File: src/inc/delay_irq_pkg.sv
// Constants shared by the delay interrupt and hold controller.
// Assumes a 100 MHz system clock and a single synchronous clock domain.
package delay_irq_pkg;
  localparam int unsigned CLK_PERIOD_NS = 10;
  localparam int unsigned TICK_TIME_NS = 1000000;
  localparam int unsigned TICK_CYCLES = TICK_TIME_NS / CLK_PERIOD_NS;
  localparam int unsigned TICK_W = 17;
  localparam int unsigned NUM_TIMERS = 4;
  localparam int unsigned TIMER_IDX_W = 2;
  localparam int unsigned DELAY_W = 16;
  localparam logic [DELAY_W-1:0] DELAY_MIN_MS = 16'h0001;
  localparam logic [DELAY_W-1:0] DELAY_MAX_MS = 16'hea60;
  localparam int unsigned HANDLER_W = 16;
  localparam int unsigned HOLD_W = 8;
  localparam logic [HOLD_W-1:0] HOLD_RESET = 8'h00;
  localparam logic [15:0] RES_OK = 16'h0000;
  localparam logic [15:0] RES_BAD_HANDLER = 16'h8090;
  localparam logic [15:0] RES_BAD_DELAY = 16'h8091;
  localparam logic [15:0] RES_NOT_STARTED = 16'h80a0;
endpackage

File: src/rtl/delay_irq_and_hold_control.sv
// Delay interrupt timers with handler binding, plus a nested hold counter.
// Assumes requests are single-cycle pulses from the program execution engine.
`timescale 1ns/1ps
module delay_irq_and_hold_control (
  input wire logic clk_sys_i,
  input wire logic reset_n_i,
  input wire logic start_delay_irq_i,
  input wire logic cancel_delay_irq_i,
  input wire logic [delay_irq_pkg::HANDLER_W-1:0] handler_number_i,
  input wire logic [delay_irq_pkg::DELAY_W-1:0] delay_time_i,
  input wire logic [15:0] tag_word_i,
  input wire logic [delay_irq_pkg::NUM_TIMERS*delay_irq_pkg::HANDLER_W-1:0] handler_table_i,
  input wire logic [delay_irq_pkg::NUM_TIMERS-1:0] handler_valid_i,
  input wire logic hold_irq_servicing_i,
  input wire logic release_irq_servicing_i,
  input wire logic handler_done_i,
  input wire logic irq_ack_i,
  output logic result_valid_o,
  output logic [15:0] result_code_o,
  output logic [delay_irq_pkg::HOLD_W-1:0] hold_count_o,
  output logic irq_o,
  output logic [delay_irq_pkg::HANDLER_W-1:0] irq_handler_o,
  output logic [delay_irq_pkg::NUM_TIMERS-1:0] timer_active_o
);
  import delay_irq_pkg::*;

  // Handler slots: slot i is the delay-interrupt handler listed at table entry i.
  function automatic logic [HANDLER_W-1:0] slot_handler(input logic [TIMER_IDX_W-1:0] s);
    slot_handler = handler_table_i[s*HANDLER_W +: HANDLER_W];
  endfunction

  logic [TICK_W-1:0] tick_cnt;
  logic [DELAY_W-1:0] remain [NUM_TIMERS];
  logic [NUM_TIMERS-1:0] active;
  logic [NUM_TIMERS-1:0] pending;
  logic [HOLD_W-1:0] hold_cnt;
  logic [HOLD_W-1:0] next_hold_cnt;
  logic [15:0] next_result;
  logic [TIMER_IDX_W-1:0] next_serve;
  logic [NUM_TIMERS-1:0] expire;
  logic [NUM_TIMERS-1:0] match;
  logic [TIMER_IDX_W-1:0] slot;
  logic slot_hit;
  logic delay_ok;
  logic req;
  logic ms_tick;
  logic serve_ok;
  logic any_pending;

  wire unused_tag = ^tag_word_i; // Tag word has no effect
  assign ms_tick = (tick_cnt == TICK_W'(TICK_CYCLES - 1));
  assign delay_ok = (delay_time_i >= DELAY_MIN_MS) && (delay_time_i <= DELAY_MAX_MS);
  assign req = start_delay_irq_i | cancel_delay_irq_i;
  assign any_pending = |pending;
  // Service blocked while any hold is in force or an interrupt is in flight
  assign serve_ok = (hold_cnt == HOLD_RESET) && !irq_o;

  always_comb begin
    match = '0;
    for (int i = 0; i < NUM_TIMERS; i++) begin
      match[i] = handler_valid_i[i] && (slot_handler(TIMER_IDX_W'(i)) == handler_number_i);
    end
  end

  always_comb begin
    slot = '0;
    slot_hit = 1'b0;
    next_serve = '0;
    for (int i = NUM_TIMERS - 1; i >= 0; i--) begin
      if (match[i]) begin
        slot = TIMER_IDX_W'(i);
        slot_hit = 1'b1;
      end
      if (pending[i]) begin
        next_serve = TIMER_IDX_W'(i);
      end
    end
  end

  always_comb begin
    expire = '0;
    for (int i = 0; i < NUM_TIMERS; i++) begin
      expire[i] = active[i] && ms_tick && (remain[i] == DELAY_W'(1));
    end
  end

  // Result code priority: handler check first, then delay, then start state
  always_comb begin
    next_result = RES_OK;
    if (!slot_hit) begin
      next_result = RES_BAD_HANDLER;
    end else if (start_delay_irq_i && !delay_ok) begin
      next_result = RES_BAD_DELAY;
    end else if (cancel_delay_irq_i && !active[slot]) begin
      next_result = RES_NOT_STARTED;
    end
  end

  // Handler completion drops every hold at once; release saturates at zero
  always_comb begin
    next_hold_cnt = hold_cnt;
    if (handler_done_i) begin
      next_hold_cnt = HOLD_RESET;
    end else if (hold_irq_servicing_i && !release_irq_servicing_i) begin
      if (hold_cnt != {HOLD_W{1'b1}}) begin
        next_hold_cnt = hold_cnt + HOLD_W'(1);
      end
    end else if (release_irq_servicing_i && !hold_irq_servicing_i) begin
      if (hold_cnt != HOLD_RESET) begin
        next_hold_cnt = hold_cnt - HOLD_W'(1);
      end
    end
  end

  always_ff @(posedge clk_sys_i) begin
    if (!reset_n_i) begin
      tick_cnt <= '0;
    end else if (ms_tick) begin
      tick_cnt <= '0;
    end else begin
      tick_cnt <= tick_cnt + TICK_W'(1);
    end
  end

  always_ff @(posedge clk_sys_i) begin
    if (!reset_n_i) begin
      active <= '0;
      for (int i = 0; i < NUM_TIMERS; i++) begin
        remain[i] <= '0;
      end
    end else begin
      for (int i = 0; i < NUM_TIMERS; i++) begin
        if (expire[i]) begin
          active[i] <= 1'b0; // One shot, no reload
        end else if (active[i] && ms_tick) begin
          remain[i] <= remain[i] - DELAY_W'(1);
        end
      end
      if (start_delay_irq_i && next_result == RES_OK) begin
        active[slot] <= 1'b1; // Restart replaces a running delay
        remain[slot] <= delay_time_i;
      end else if (cancel_delay_irq_i && next_result == RES_OK) begin
        active[slot] <= 1'b0;
      end
    end
  end

  // Pending set wins over service clear in the same cycle
  always_ff @(posedge clk_sys_i) begin
    if (!reset_n_i) begin
      pending <= '0;
      irq_o <= 1'b0;
      irq_handler_o <= '0;
    end else begin
      for (int i = 0; i < NUM_TIMERS; i++) begin
        if (expire[i]) begin
          pending[i] <= 1'b1;
        end else if (serve_ok && any_pending && !irq_ack_i && next_serve == TIMER_IDX_W'(i)) begin
          pending[i] <= 1'b0;
        end
      end
      if (irq_ack_i) begin
        irq_o <= 1'b0;
      end else if (serve_ok && any_pending) begin
        irq_o <= 1'b1;
        irq_handler_o <= slot_handler(next_serve);
      end
    end
  end

  always_ff @(posedge clk_sys_i) begin
    if (!reset_n_i) begin
      hold_cnt <= HOLD_RESET;
      result_valid_o <= 1'b0;
      result_code_o <= RES_OK;
    end else begin
      hold_cnt <= next_hold_cnt;
      result_valid_o <= req | hold_irq_servicing_i | release_irq_servicing_i;
      if (req) begin
        result_code_o <= next_result;
      end else if (hold_irq_servicing_i | release_irq_servicing_i) begin
        result_code_o <= {{(16 - HOLD_W){1'b0}}, next_hold_cnt};
      end
    end
  end

  assign hold_count_o = hold_cnt;
  assign timer_active_o = active;

  // Request context kept one cycle so the checks can look back at it
  logic [TIMER_IDX_W-1:0] last_slot;
  logic [DELAY_W-1:0] last_delay;
  always_ff @(posedge clk_sys_i) begin
    last_slot <= slot;
    last_delay <= delay_time_i;
  end

  a_delay_range: assert property (@(posedge clk_sys_i) disable iff (!reset_n_i)
    start_delay_irq_i && slot_hit && !delay_ok |=> result_code_o == 16'h8091 &&
      active == ($past(active) & ~$past(expire)))
    else $error("Out of range delay was accepted");
  a_start_arms: assert property (@(posedge clk_sys_i) disable iff (!reset_n_i)
    start_delay_irq_i && slot_hit && delay_ok |=> active[last_slot] &&
      remain[last_slot] == last_delay)
    else $error("Valid start did not arm timer");
  a_cancel_stops: assert property (@(posedge clk_sys_i) disable iff (!reset_n_i)
    cancel_delay_irq_i && slot_hit && !start_delay_irq_i |=> !active[last_slot])
    else $error("Cancel left timer running");
  a_bad_handler: assert property (@(posedge clk_sys_i) disable iff (!reset_n_i)
    req && !slot_hit |=> result_valid_o && result_code_o == 16'h8090)
    else $error("Unknown handler not rejected");
  a_not_started: assert property (@(posedge clk_sys_i) disable iff (!reset_n_i)
    cancel_delay_irq_i && !start_delay_irq_i && slot_hit && !active[slot]
      |=> result_code_o == 16'h80a0)
    else $error("Cancel of idle timer not flagged");
  a_hold_defers: assert property (@(posedge clk_sys_i) disable iff (!reset_n_i)
    hold_cnt != 8'h00 && !irq_o |=> !irq_o)
    else $error("Interrupt issued during hold");
  a_done_clears: assert property (@(posedge clk_sys_i) disable iff (!reset_n_i)
    handler_done_i |=> hold_cnt == 8'h00)
    else $error("Handler end kept holds");
  a_pending_served: assert property (@(posedge clk_sys_i) disable iff (!reset_n_i)
    any_pending && serve_ok && !irq_ack_i |=> irq_o)
    else $error("Pending event not serviced");
  a_hold_return: assert property (@(posedge clk_sys_i) disable iff (!reset_n_i)
    hold_irq_servicing_i && !release_irq_servicing_i && !req && !handler_done_i &&
      hold_cnt < 8'h10 |=> result_code_o == 16'(hold_cnt) && hold_cnt == $past(hold_cnt) + 8'h01)
    else $error("Hold did not count up");
  a_one_shot: assert property (@(posedge clk_sys_i) disable iff (!reset_n_i)
    expire[0] && !(start_delay_irq_i && slot == 2'h0) |=> !active[0])
    else $error("Timer reloaded after firing");

  c_fire: cover property (@(posedge clk_sys_i) disable iff (!reset_n_i) expire[0]);
  c_held: cover property (@(posedge clk_sys_i) disable iff (!reset_n_i)
    hold_cnt == 8'h02 && any_pending);
  c_cancel: cover property (@(posedge clk_sys_i) disable iff (!reset_n_i)
    cancel_delay_irq_i && slot_hit && active[slot]);
endmodule

File: config.mk
export PLATFORM = sky130hd
export DESIGN_NAME = delay_irq_and_hold_control
export DESIGN_NICKNAME = d
export VERILOG_FILES = /design/src/inc/delay_irq_pkg.sv /design/src/rtl/delay_irq_and_hold_control.sv
export SDC_FILE = /design/constraint.sdc
export NUM_CORES = 1
export LEC_CHECK = 0
export BUFFER_PORTS_ARGS = -buffer_cell sky130_fd_sc_hd__buf_2
export CAP_MARGIN = 10
export CORE_ASPECT_RATIO = 0.8
export CORE_MARGIN = 2
export CORE_UTILIZATION = 39
export DETAILED_ROUTE_END_ITERATION = 10
export GPL_ROUTABILITY_DRIVEN = 0
export HOLD_SLACK_MARGIN = 0.08
export MAX_ROUTING_LAYER = met4
export SLEW_MARGIN = 10
export SYNTH_ARGS = -nofsm -noshare
export SYNTH_HDL_FRONTEND = slang
export SYNTH_SLANG_ARGS = --single-unit
File: constraint.sdc
create_clock -name clk_sys_i -period 4.93 [get_ports clk_sys_i]
set_input_delay 0.493 -clock clk_sys_i [delete_from_list [all_inputs] [get_ports clk_sys_i]]
set_output_delay 0.493 -clock clk_sys_i [all_outputs]
set_load 0.05 [all_outputs]
==> impl_results.rst, run 1 <==
.. list-table::
   :header-rows: 1

   * - Metric
     - Value
   * - Result of the run
     - complete, no violations
   * - Worst-Margin Slew
     - 1.00 ns
   * - Layout net count
     - 1207
   * - Critical Path End Type
     - flip-flop
   * - Most used DFF post-synth
     - sky130_fd_sc_hd__edfxtp_1
   * - Final worst path period share
     - 0.792
   * - Top-area cell type share of the netlist area
     - 0.229
   * - Maximum count of clock buffers along a single path
     - 2
   * - Total of hold buffers inserted after clock tree synthesis
     - 0
   * - Total Power Consumption
     - 2.68 mW
   * - TritonRoute pass-1 iters
     - 5
   * - Die height
     - 135 um
   * - Remaining design rule violation count
     - 0
   * - Number of max-slew violations in the final report
     - 0
   * - Category of the worst setup path launch point
     - input port
   * - Cell Rows
     - 48
   * - Global-route wire length before repair
     - 38.5 mm
   * - Worst-path fanout max
     - 18
   * - Count of buffers added by post-CTS timing repair for setup
     - 0
   * - Count of clock tree sinks
     - 124
   * - Maximum number of pins on one net before global-route repair
     - 60
   * - Count of port buffers added during placement
     - 146
   * - Number of instances resized during post-cts repair
     - 0
   * - Number of top-level pins
     - 170
   * - H-tree depth reported by CTS
     - 4
   * - Post-route antenna net violation count
     - 0
   * - Effective utilization at floorplan
     - 0.393
   * - Cell type with the largest total area after synthesis
     - sky130_fd_sc_hd__edfxtp_1
   * - First-iteration detailed-routing DRC count
     - 797
   * - Clock buffer count from CTS
     - 17
   * - Hold violation total from the final report
     - 0
   * - VDD IR max
     - 221 uV
   * - Maximum capacitance violations
     - 0
   * - CTS tree
     - done
   * - Number of cells on the worst reg-to-reg path
     - 7
   * - Stage delay of the slowest cell on the critical path
     - 0.64 ns
   * - Seq. cell area
     - 3120 um2
   * - Biggest area contributors in the synthesized netlist
     - sky130_fd_sc_hd__edfxtp_1 (23%), sky130_fd_sc_hd__dfxtp_1 (14%), sky130_fd_sc_hd__xnor2_1 (7.1%), sky130_fd_sc_hd__xor2_1 (6.7%), sky130_fd_sc_hd__nand2_1 (5.4%)
   * - Tightest slew margin relative to the limit
     - 0.331
   * - Chip Width
     - 168 um
   * - Synth Register Bits
     - 124
   * - Full die area
     - 22700 um2
   * - Area added between synthesis and finish
     - 18.3%
   * - Number of instances in the synthesized netlist
     - 935
   * - Hold Crit Class
     - in2reg
   * - Total length of routed wires
     - 24.2 mm
   * - Multi-input combinational cell area
     - 5020 um2
   * - Layout cell share with drive strength beyond 1
     - 0.223
   * - Total congestion overflow after global routing
     - 0
   * - Reg clk slew, reported paths
     - 0.06 ns
   * - Post-synthesis sequential area ratio
     - 0.372
   * - Asr flop ratio synth
     - 0
   * - Worst path slowest cell
     - sky130_fd_sc_hd__nor3b_4
   * - Layout fillers
     - 2074
   * - Sum of negative setup slack
     - 0 ns
   * - EDFF count, synth
     - 64
   * - Data arrival at the endpoint of the critical path
     - 3.86 ns
   * - HPWL after detailed placement
     - 17.9 mm
   * - Core area
     - 21400 um2
   * - Crit path time final
     - 3.91 ns
   * - Fin Clk Skew
     - 0.0111 ns
   * - Average cell area after synthesis
     - 8.99 um2
   * - Post-synthesis instance area
     - 8400 um2
   * - Startpoint-to-endpoint class of the critical path
     - in2reg
   * - Critical path cell sequence
     - buf_2, xor2_1, or4_1, nor4_1, nor4b_1, nor3b_4, nor4_4, buf_4, nand3b_1
   * - Antenna violations before repair
     - 0
   * - Diode insertion count for antenna repair
     - 0
   * - DR vias
     - 7535
   * - Endpoint required time on the critical path
     - 4.88 ns
   * - Via density per instance
     - 5.54
   * - Fmax
     - 256 MHz
   * - Pleak
     - 3.83 nW
   * - Number of instances on the worst hold path
     - 2
   * - Global-route usage over all layers
     - 0.222
   * - Power Density
     - 270 nW/um2
   * - Insertion delay to the later sink of the worst-skew pair
     - 0.43 ns
   * - Average wire length per cell after detail routing
     - 17.8 um
   * - Cell chosen for the clock root
     - sky130_fd_sc_hd__clkbuf_16
   * - Endpoints failing setup
     - 0
   * - Count of distinct cell types in the synthesized netlist
     - 66
   * - Setup repair after global routing missed its margin
     - no
   * - Synth warnings
     - 0
   * - Vias in the first global route
     - 7221
## sequential cells by signal, summed over array words and instances, names as in the netlist
register and cells:
result_code_o 9, timer_active_o 4, irq_handler_o 16, tick_cnt 17, remain 64, result_valid_o 1, irq_o 1, hold_count_o 8
pending 4
## critical path, delay by kind of cell
kind	cells	cell delay (ns)
buffers and inverters	2	0.38
xor gates and xnor gates	1	0.20
and+or+nand+nor	6	2.77
## report_power, final
part           internal [mW]  switching (mW)
clock network          0.702           0.498
registers               1.11          0.0288
logic                  0.119           0.222
## cell type report
class | count | area share
clock buffer | 19 | 0.0478
sequential | 124 | 0.314
timing repair buffer | 158 | 0.0826
multi-input combinational | 750 | 0.505
inverter | 21 | 0.00793
clock inverter | 12 | 0.00818
tap | 275 | 0.0346
## cell usage in the layout (no fill, tap or decap), types with 6 or more instances in the layout
| cell | instances |
|---|---|
| sky130_fd_sc_hd__a222oi_1 | 16 |
| sky130_fd_sc_hd__or4_1 | 13 |
| sky130_fd_sc_hd__edfxtp_1 | 64 |
| sky130_fd_sc_hd__o21ai_0 | 32 |
| sky130_fd_sc_hd__and2_1 | 7 |
| sky130_fd_sc_hd__or3_1 | 8 |
| sky130_fd_sc_hd__xnor2_1 | 68 |
| sky130_fd_sc_hd__conb_1 | 7 |
| sky130_fd_sc_hd__nand3_1 | 34 |
| sky130_fd_sc_hd__a31oi_1 | 19 |
| sky130_fd_sc_hd__clkbuf_16 | 19 |
| sky130_fd_sc_hd__mux2i_1 | 33 |
| sky130_fd_sc_hd__nand2_1 | 121 |
| sky130_fd_sc_hd__buf_4 | 12 |
| sky130_fd_sc_hd__nor3b_1 | 6 |
| sky130_fd_sc_hd__mux2_2 | 32 |
| sky130_fd_sc_hd__nor2_1 | 87 |
| sky130_fd_sc_hd__and3_1 | 15 |
| sky130_fd_sc_hd__nand4_1 | 16 |
| sky130_fd_sc_hd__buf_2 | 146 |
| sky130_fd_sc_hd__xor2_1 | 64 |
| sky130_fd_sc_hd__dfxtp_1 | 60 |
| sky130_fd_sc_hd__ha_1 | 11 |
| sky130_fd_sc_hd__a21oi_1 | 19 |
| sky130_fd_sc_hd__nor3_1 | 19 |
| sky130_fd_sc_hd__nor4_1 | 33 |
| sky130_fd_sc_hd__nand3b_1 | 7 |
| sky130_fd_sc_hd__inv_1 | 21 |
| sky130_fd_sc_hd__nor2b_1 | 12 |
## layer usage
layer / wire, um / up-vias / GRT usage
li1: - / 3679 / -
met1: 11600 / 3535 / 0.311
met2: 10300 / 269 / 0.320
met3: 1660 / 52 / 0.0470
met4: 609 / 0 / 0.0704
met5: 0 / - / -
## cell usage after synthesis (4+ instances only)
master	instances
sky130_fd_sc_hd__nand3_1	34
sky130_fd_sc_hd__mux2i_1	33
sky130_fd_sc_hd__nand2_1	121
sky130_fd_sc_hd__a222oi_1	16
sky130_fd_sc_hd__a31oi_1	19
sky130_fd_sc_hd__nor4_1	34
sky130_fd_sc_hd__buf_4	8
sky130_fd_sc_hd__or3_1	8
sky130_fd_sc_hd__ha_1	11
sky130_fd_sc_hd__nor2_1	87
sky130_fd_sc_hd__and3_1	15
sky130_fd_sc_hd__xnor2_1	68
sky130_fd_sc_hd__mux2_2	32
sky130_fd_sc_hd__edfxtp_1	64
sky130_fd_sc_hd__nor3b_1	7
sky130_fd_sc_hd__o21bai_1	4
sky130_fd_sc_hd__a21oi_1	19
sky130_fd_sc_hd__xor2_1	64
sky130_fd_sc_hd__or4_1	13
sky130_fd_sc_hd__and2_1	7
sky130_fd_sc_hd__nor2b_1	12
sky130_fd_sc_hd__o31ai_1	5
sky130_fd_sc_hd__clkbuf_1	33
sky130_fd_sc_hd__nand4_1	16
sky130_fd_sc_hd__inv_1	21
sky130_fd_sc_hd__nor3_1	20
sky130_fd_sc_hd__dfxtp_1	60
sky130_fd_sc_hd__a22o_1	5
sky130_fd_sc_hd__o21ai_0	32
sky130_fd_sc_hd__nor4b_1	4
sky130_fd_sc_hd__nand3b_1	7
## metrics by stage
step | area (um2) | hold WS (ns) | util | setup WS, ns | std cells
floorplan | 8430 | 0.453 | - | 1.10 | 941
global placement | 9390 | 0.456 | 0.439 | 0.711 | 1328
detailed placement | 9390 | 0.453 | 0.439 | 0.584 | 1328
CTS | 9940 | 0.253 | 0.465 | 1.06 | 1359
global route | 9940 | 0.267 | 0.465 | 0.731 | 1359
finish | 9940 | 0.268 | 0.465 | 1.02 | 1359
## worst paths after layout
check	start	endpoint	slack, ns
hold / removal	irq_ack_i	irq_o$_SDFFE_PP0P_	0.27
setup / recovery	handler_number_i[3]	remain[3][11]$_DFFE_PP_	1.02
hold reg to reg	result_code_o[6]$_SDFFE_PN0P_	result_code_o[6]$_SDFFE_PN0P_	0.48
setup reg to reg	tick_cnt[0]$_SDFF_PP0_	remain[1][0]$_DFFE_PP_	1.52
## cell families (layout without fill, tap and decap cells)
family,after synthesis,in the layout,share of synthesized area
fa+ha+maj,11,11,0.0164
buf+inv,67,210,0.0365
compound gates,123,123,0.101
simple gates,412,412,0.254
flops,124,124,0.372
xor+xnor,132,132,0.138
other cells,1,7,0.000446
mux,65,65,0.0822
No activity file was read; power rests on OpenSTA's default activity.
==> inputs of run 2 (changes only) <==
==> constraint.sdc (replaced) <==
create_clock -name clk_sys_i -period 3.7 [get_ports clk_sys_i]
set_input_delay 0.37 -clock clk_sys_i [delete_from_list [all_inputs] [get_ports clk_sys_i]]
set_output_delay 0.37 -clock clk_sys_i [all_outputs]
set_load 0.05 [all_outputs]
==> run 2 against run 1 <==
Sequential share of layout area down 0.49 points; clock power up 38%; routed wire length up 0.74%; largest cell class unchanged; global-route usage about the same; clock skew up 0.0017 ns; non-clock buffer count up 10; highest routed layer unchanged; first-iteration DRC count down 8.5%.
==> impl_results.rst, run 2 (same netlist as run 1, synthesis figures left out) <==
.. list-table::
   :header-rows: 1

   * - Metric
     - Value
   * - Result of the run
     - complete, no violations
   * - Cell Rows
     - 48
   * - Setup repair after global routing missed its margin
     - no
   * - Effective utilization at floorplan
     - 0.393
   * - Area added between synthesis and finish
     - 20.2%
   * - DR vias
     - 7536
   * - Data arrival at the endpoint of the critical path
     - 3.24 ns
   * - Hold_sp
     - irq_ack_i
   * - Core area
     - 21400 um2
   * - Count of port buffers added during placement
     - 146
   * - Tightest slew margin relative to the limit
     - 0.165
   * - Number of top-level pins
     - 170
   * - Hold violation total from the final report
     - 0
   * - Most common cell on crit path
     - sky130_fd_sc_hd__buf_12
   * - Registers with the highest flip-flop counts
     - remain: 64 flops, tick_cnt: 17 flops, irq_handler_o: 16 flops
   * - Worst Hold End
     - irq_o$_SDFFE_PP0P_
   * - Category of the worst setup path launch point
     - input port
   * - Hold Crit Class
     - in2reg
   * - Vias in the first global route
     - 7096
   * - Reg clk slew, reported paths
     - 0.05 ns
   * - Layout fillers
     - 2063
   * - VDD IR max
     - 223 uV
   * - Number of instances resized during post-cts repair
     - 0
   * - Reg-to-reg critical path endpoint
     - remain[3][7]$_DFFE_PP_
   * - Final worst path period share
     - 0.840
   * - Number of flip-flops in the largest register
     - 64
   * - Maximum number of pins on one net before global-route repair
     - 49
   * - Pleak
     - 3.89 nW
   * - Reg2reg start
     - remain[3][4]$_DFFE_PP_
   * - CP Launch Point
     - handler_number_i[3]
   * - H-tree depth reported by CTS
     - 4
   * - Highest-count cells in the layout ignoring fill and taps
     - sky130_fd_sc_hd__buf_2 (146), sky130_fd_sc_hd__nand2_1 (121), sky130_fd_sc_hd__nor2_1 (87)
   * - Startpoint-to-endpoint class of the critical path
     - in2reg
   * - Layout cell share with drive strength beyond 1
     - 0.226
   * - Number of max-slew violations in the final report
     - 0
   * - Number of instances on the worst hold path
     - 2
   * - Endpoints failing setup
     - 0
   * - Leading cell type in the layout, fill and taps excluded
     - sky130_fd_sc_hd__buf_2
   * - Total of hold buffers inserted after clock tree synthesis
     - 0
   * - Minimum setup slack after placement
     - 0.177 ns
   * - Post-route antenna net violation count
     - 0
   * - Average wire length per cell after detail routing
     - 17.8 um
   * - Fmax
     - 322 MHz
   * - Crit path time final
     - 3.11 ns
   * - Stage delay of the slowest cell on the critical path
     - 0.60 ns
   * - Count of clock tree sinks
     - 124
   * - Full die area
     - 22700 um2
   * - Layout net count
     - 1217
   * - Sum of negative setup slack
     - 0 ns
   * - Worst-Margin Slew
     - 1.25 ns
   * - Worst-path fanout max
     - 18
   * - Endpoint required time on the critical path
     - 3.84 ns
   * - Power Density
     - 361 nW/um2
   * - Die height
     - 135 um
   * - Global-route usage over all layers
     - 0.222
   * - Count of buffers added by post-CTS timing repair for setup
     - 0
   * - Maximum count of clock buffers along a single path
     - 2
   * - Register ranked first by flip-flop count
     - remain
   * - Via density per instance
     - 5.50
   * - Clock buffer count from CTS
     - 17
   * - First-iteration detailed-routing DRC count
     - 729
   * - Antenna violations before repair
     - 0
   * - HPWL after detailed placement
     - 18.1 mm
   * - Critical Path End Type
     - flip-flop
   * - Global-route wire length before repair
     - 38.2 mm
   * - Insertion delay to the later sink of the worst-skew pair
     - 0.43 ns
   * - Number of cells on the worst reg-to-reg path
     - 7
   * - Total length of routed wires
     - 24.4 mm
   * - Maximum capacitance violations
     - 0
   * - CTS tree
     - done
   * - R2R setup slack
     - 0.67 ns
   * - Fin worst setup slack
     - 0.594 ns
   * - Total congestion overflow after global routing
     - 0
   * - Worst path slowest cell
     - sky130_fd_sc_hd__or4_1
   * - Chip Width
     - 168 um
   * - Diode insertion count for antenna repair
     - 0
   * - Cell chosen for the clock root
     - sky130_fd_sc_hd__clkbuf_16
   * - Remaining design rule violation count
     - 0
   * - TritonRoute pass-1 iters
     - 8
   * - Fin Clk Skew
     - 0.0128 ns
   * - Critical path cell sequence
     - buf_2, xor2_1, or4_1, or2_0, or3_1, a211o_1, nor3b_4, nor4_4, buf_12, nand3b_1, buf_12
[run 2: cell count changes in the layout (fill, tap and decap cells not counted), moves of 2 or more]
cell                       before  now
sky130_fd_sc_hd__clkbuf_1       0    5
sky130_fd_sc_hd__inv_6          2    0
sky130_fd_sc_hd__inv_4          5    0
sky130_fd_sc_hd__buf_12         0    5
sky130_fd_sc_hd__buf_4         12   17
sky130_fd_sc_hd__clkinv_4       2    0
sky130_fd_sc_hd__clkbuf_8       0    2
[run 2: through the flow]
stage | power, mW | util | cells | instance area (um2) | hold WS, ns
floorplan | 1.81 | - | 941 | 8430 | 0.446
global placement | 2.00 | 0.445 | 1338 | 9520 | 0.457
detailed placement | 2.00 | 0.445 | 1338 | 9520 | 0.460
CTS | 3.67 | 0.472 | 1370 | 10100 | 0.138
global route | 3.78 | 0.472 | 1370 | 10100 | 0.150
finish | 3.64 | 0.472 | 1370 | 10100 | 0.160
[run 2: worst max-delay path by stage]
stage | to | slack (ns)
floorplan | remain[0][0]$_DFFE_PP_ | 0.06
global placement | remain[1][5]$_DFFE_PP_ | 0.18
detailed placement | remain[1][5]$_DFFE_PP_ | 0.18
CTS | remain[1][5]$_DFFE_PP_ | 0.62
global route | remain[3][2]$_DFFE_PP_ | 0.38
finish | remain[1][0]$_DFFE_PP_ | 0.59
[run 2: routing by layer]
layer	track usage	routed length (um)	vias up
li1	-	-	3697
met3	0.0406	1380	45
met5	-	0	-
met4	0.0920	617	0
met1	0.313	12100	3568
met2	0.313	10300	226
[run 2: power breakdown]
group,internal (mW),switching [mW]
Clock,1.03,0.625
Sequential,1.48,0.0381
Combinational,0.169,0.298
Total,2.68,0.961
[run 2: cell type report]
type	instances	area, um2	area share
sequential	124	3120	0.309
clock buffer	26	522	0.0517
timing repair buffer	168	958	0.0949
inverter	21	78.8	0.00780
clock inverter	6	56.3	0.00557
tap	275	344	0.0341
multi-input combinational	750	5020	0.497
[run 2: worst max-delay path, delay by kind of cell]
kind            cells  cell delay [ns]
compound gates      1             0.26
xor+xnor            1             0.20
buf+inv             3             0.51
simple gates        6             1.90
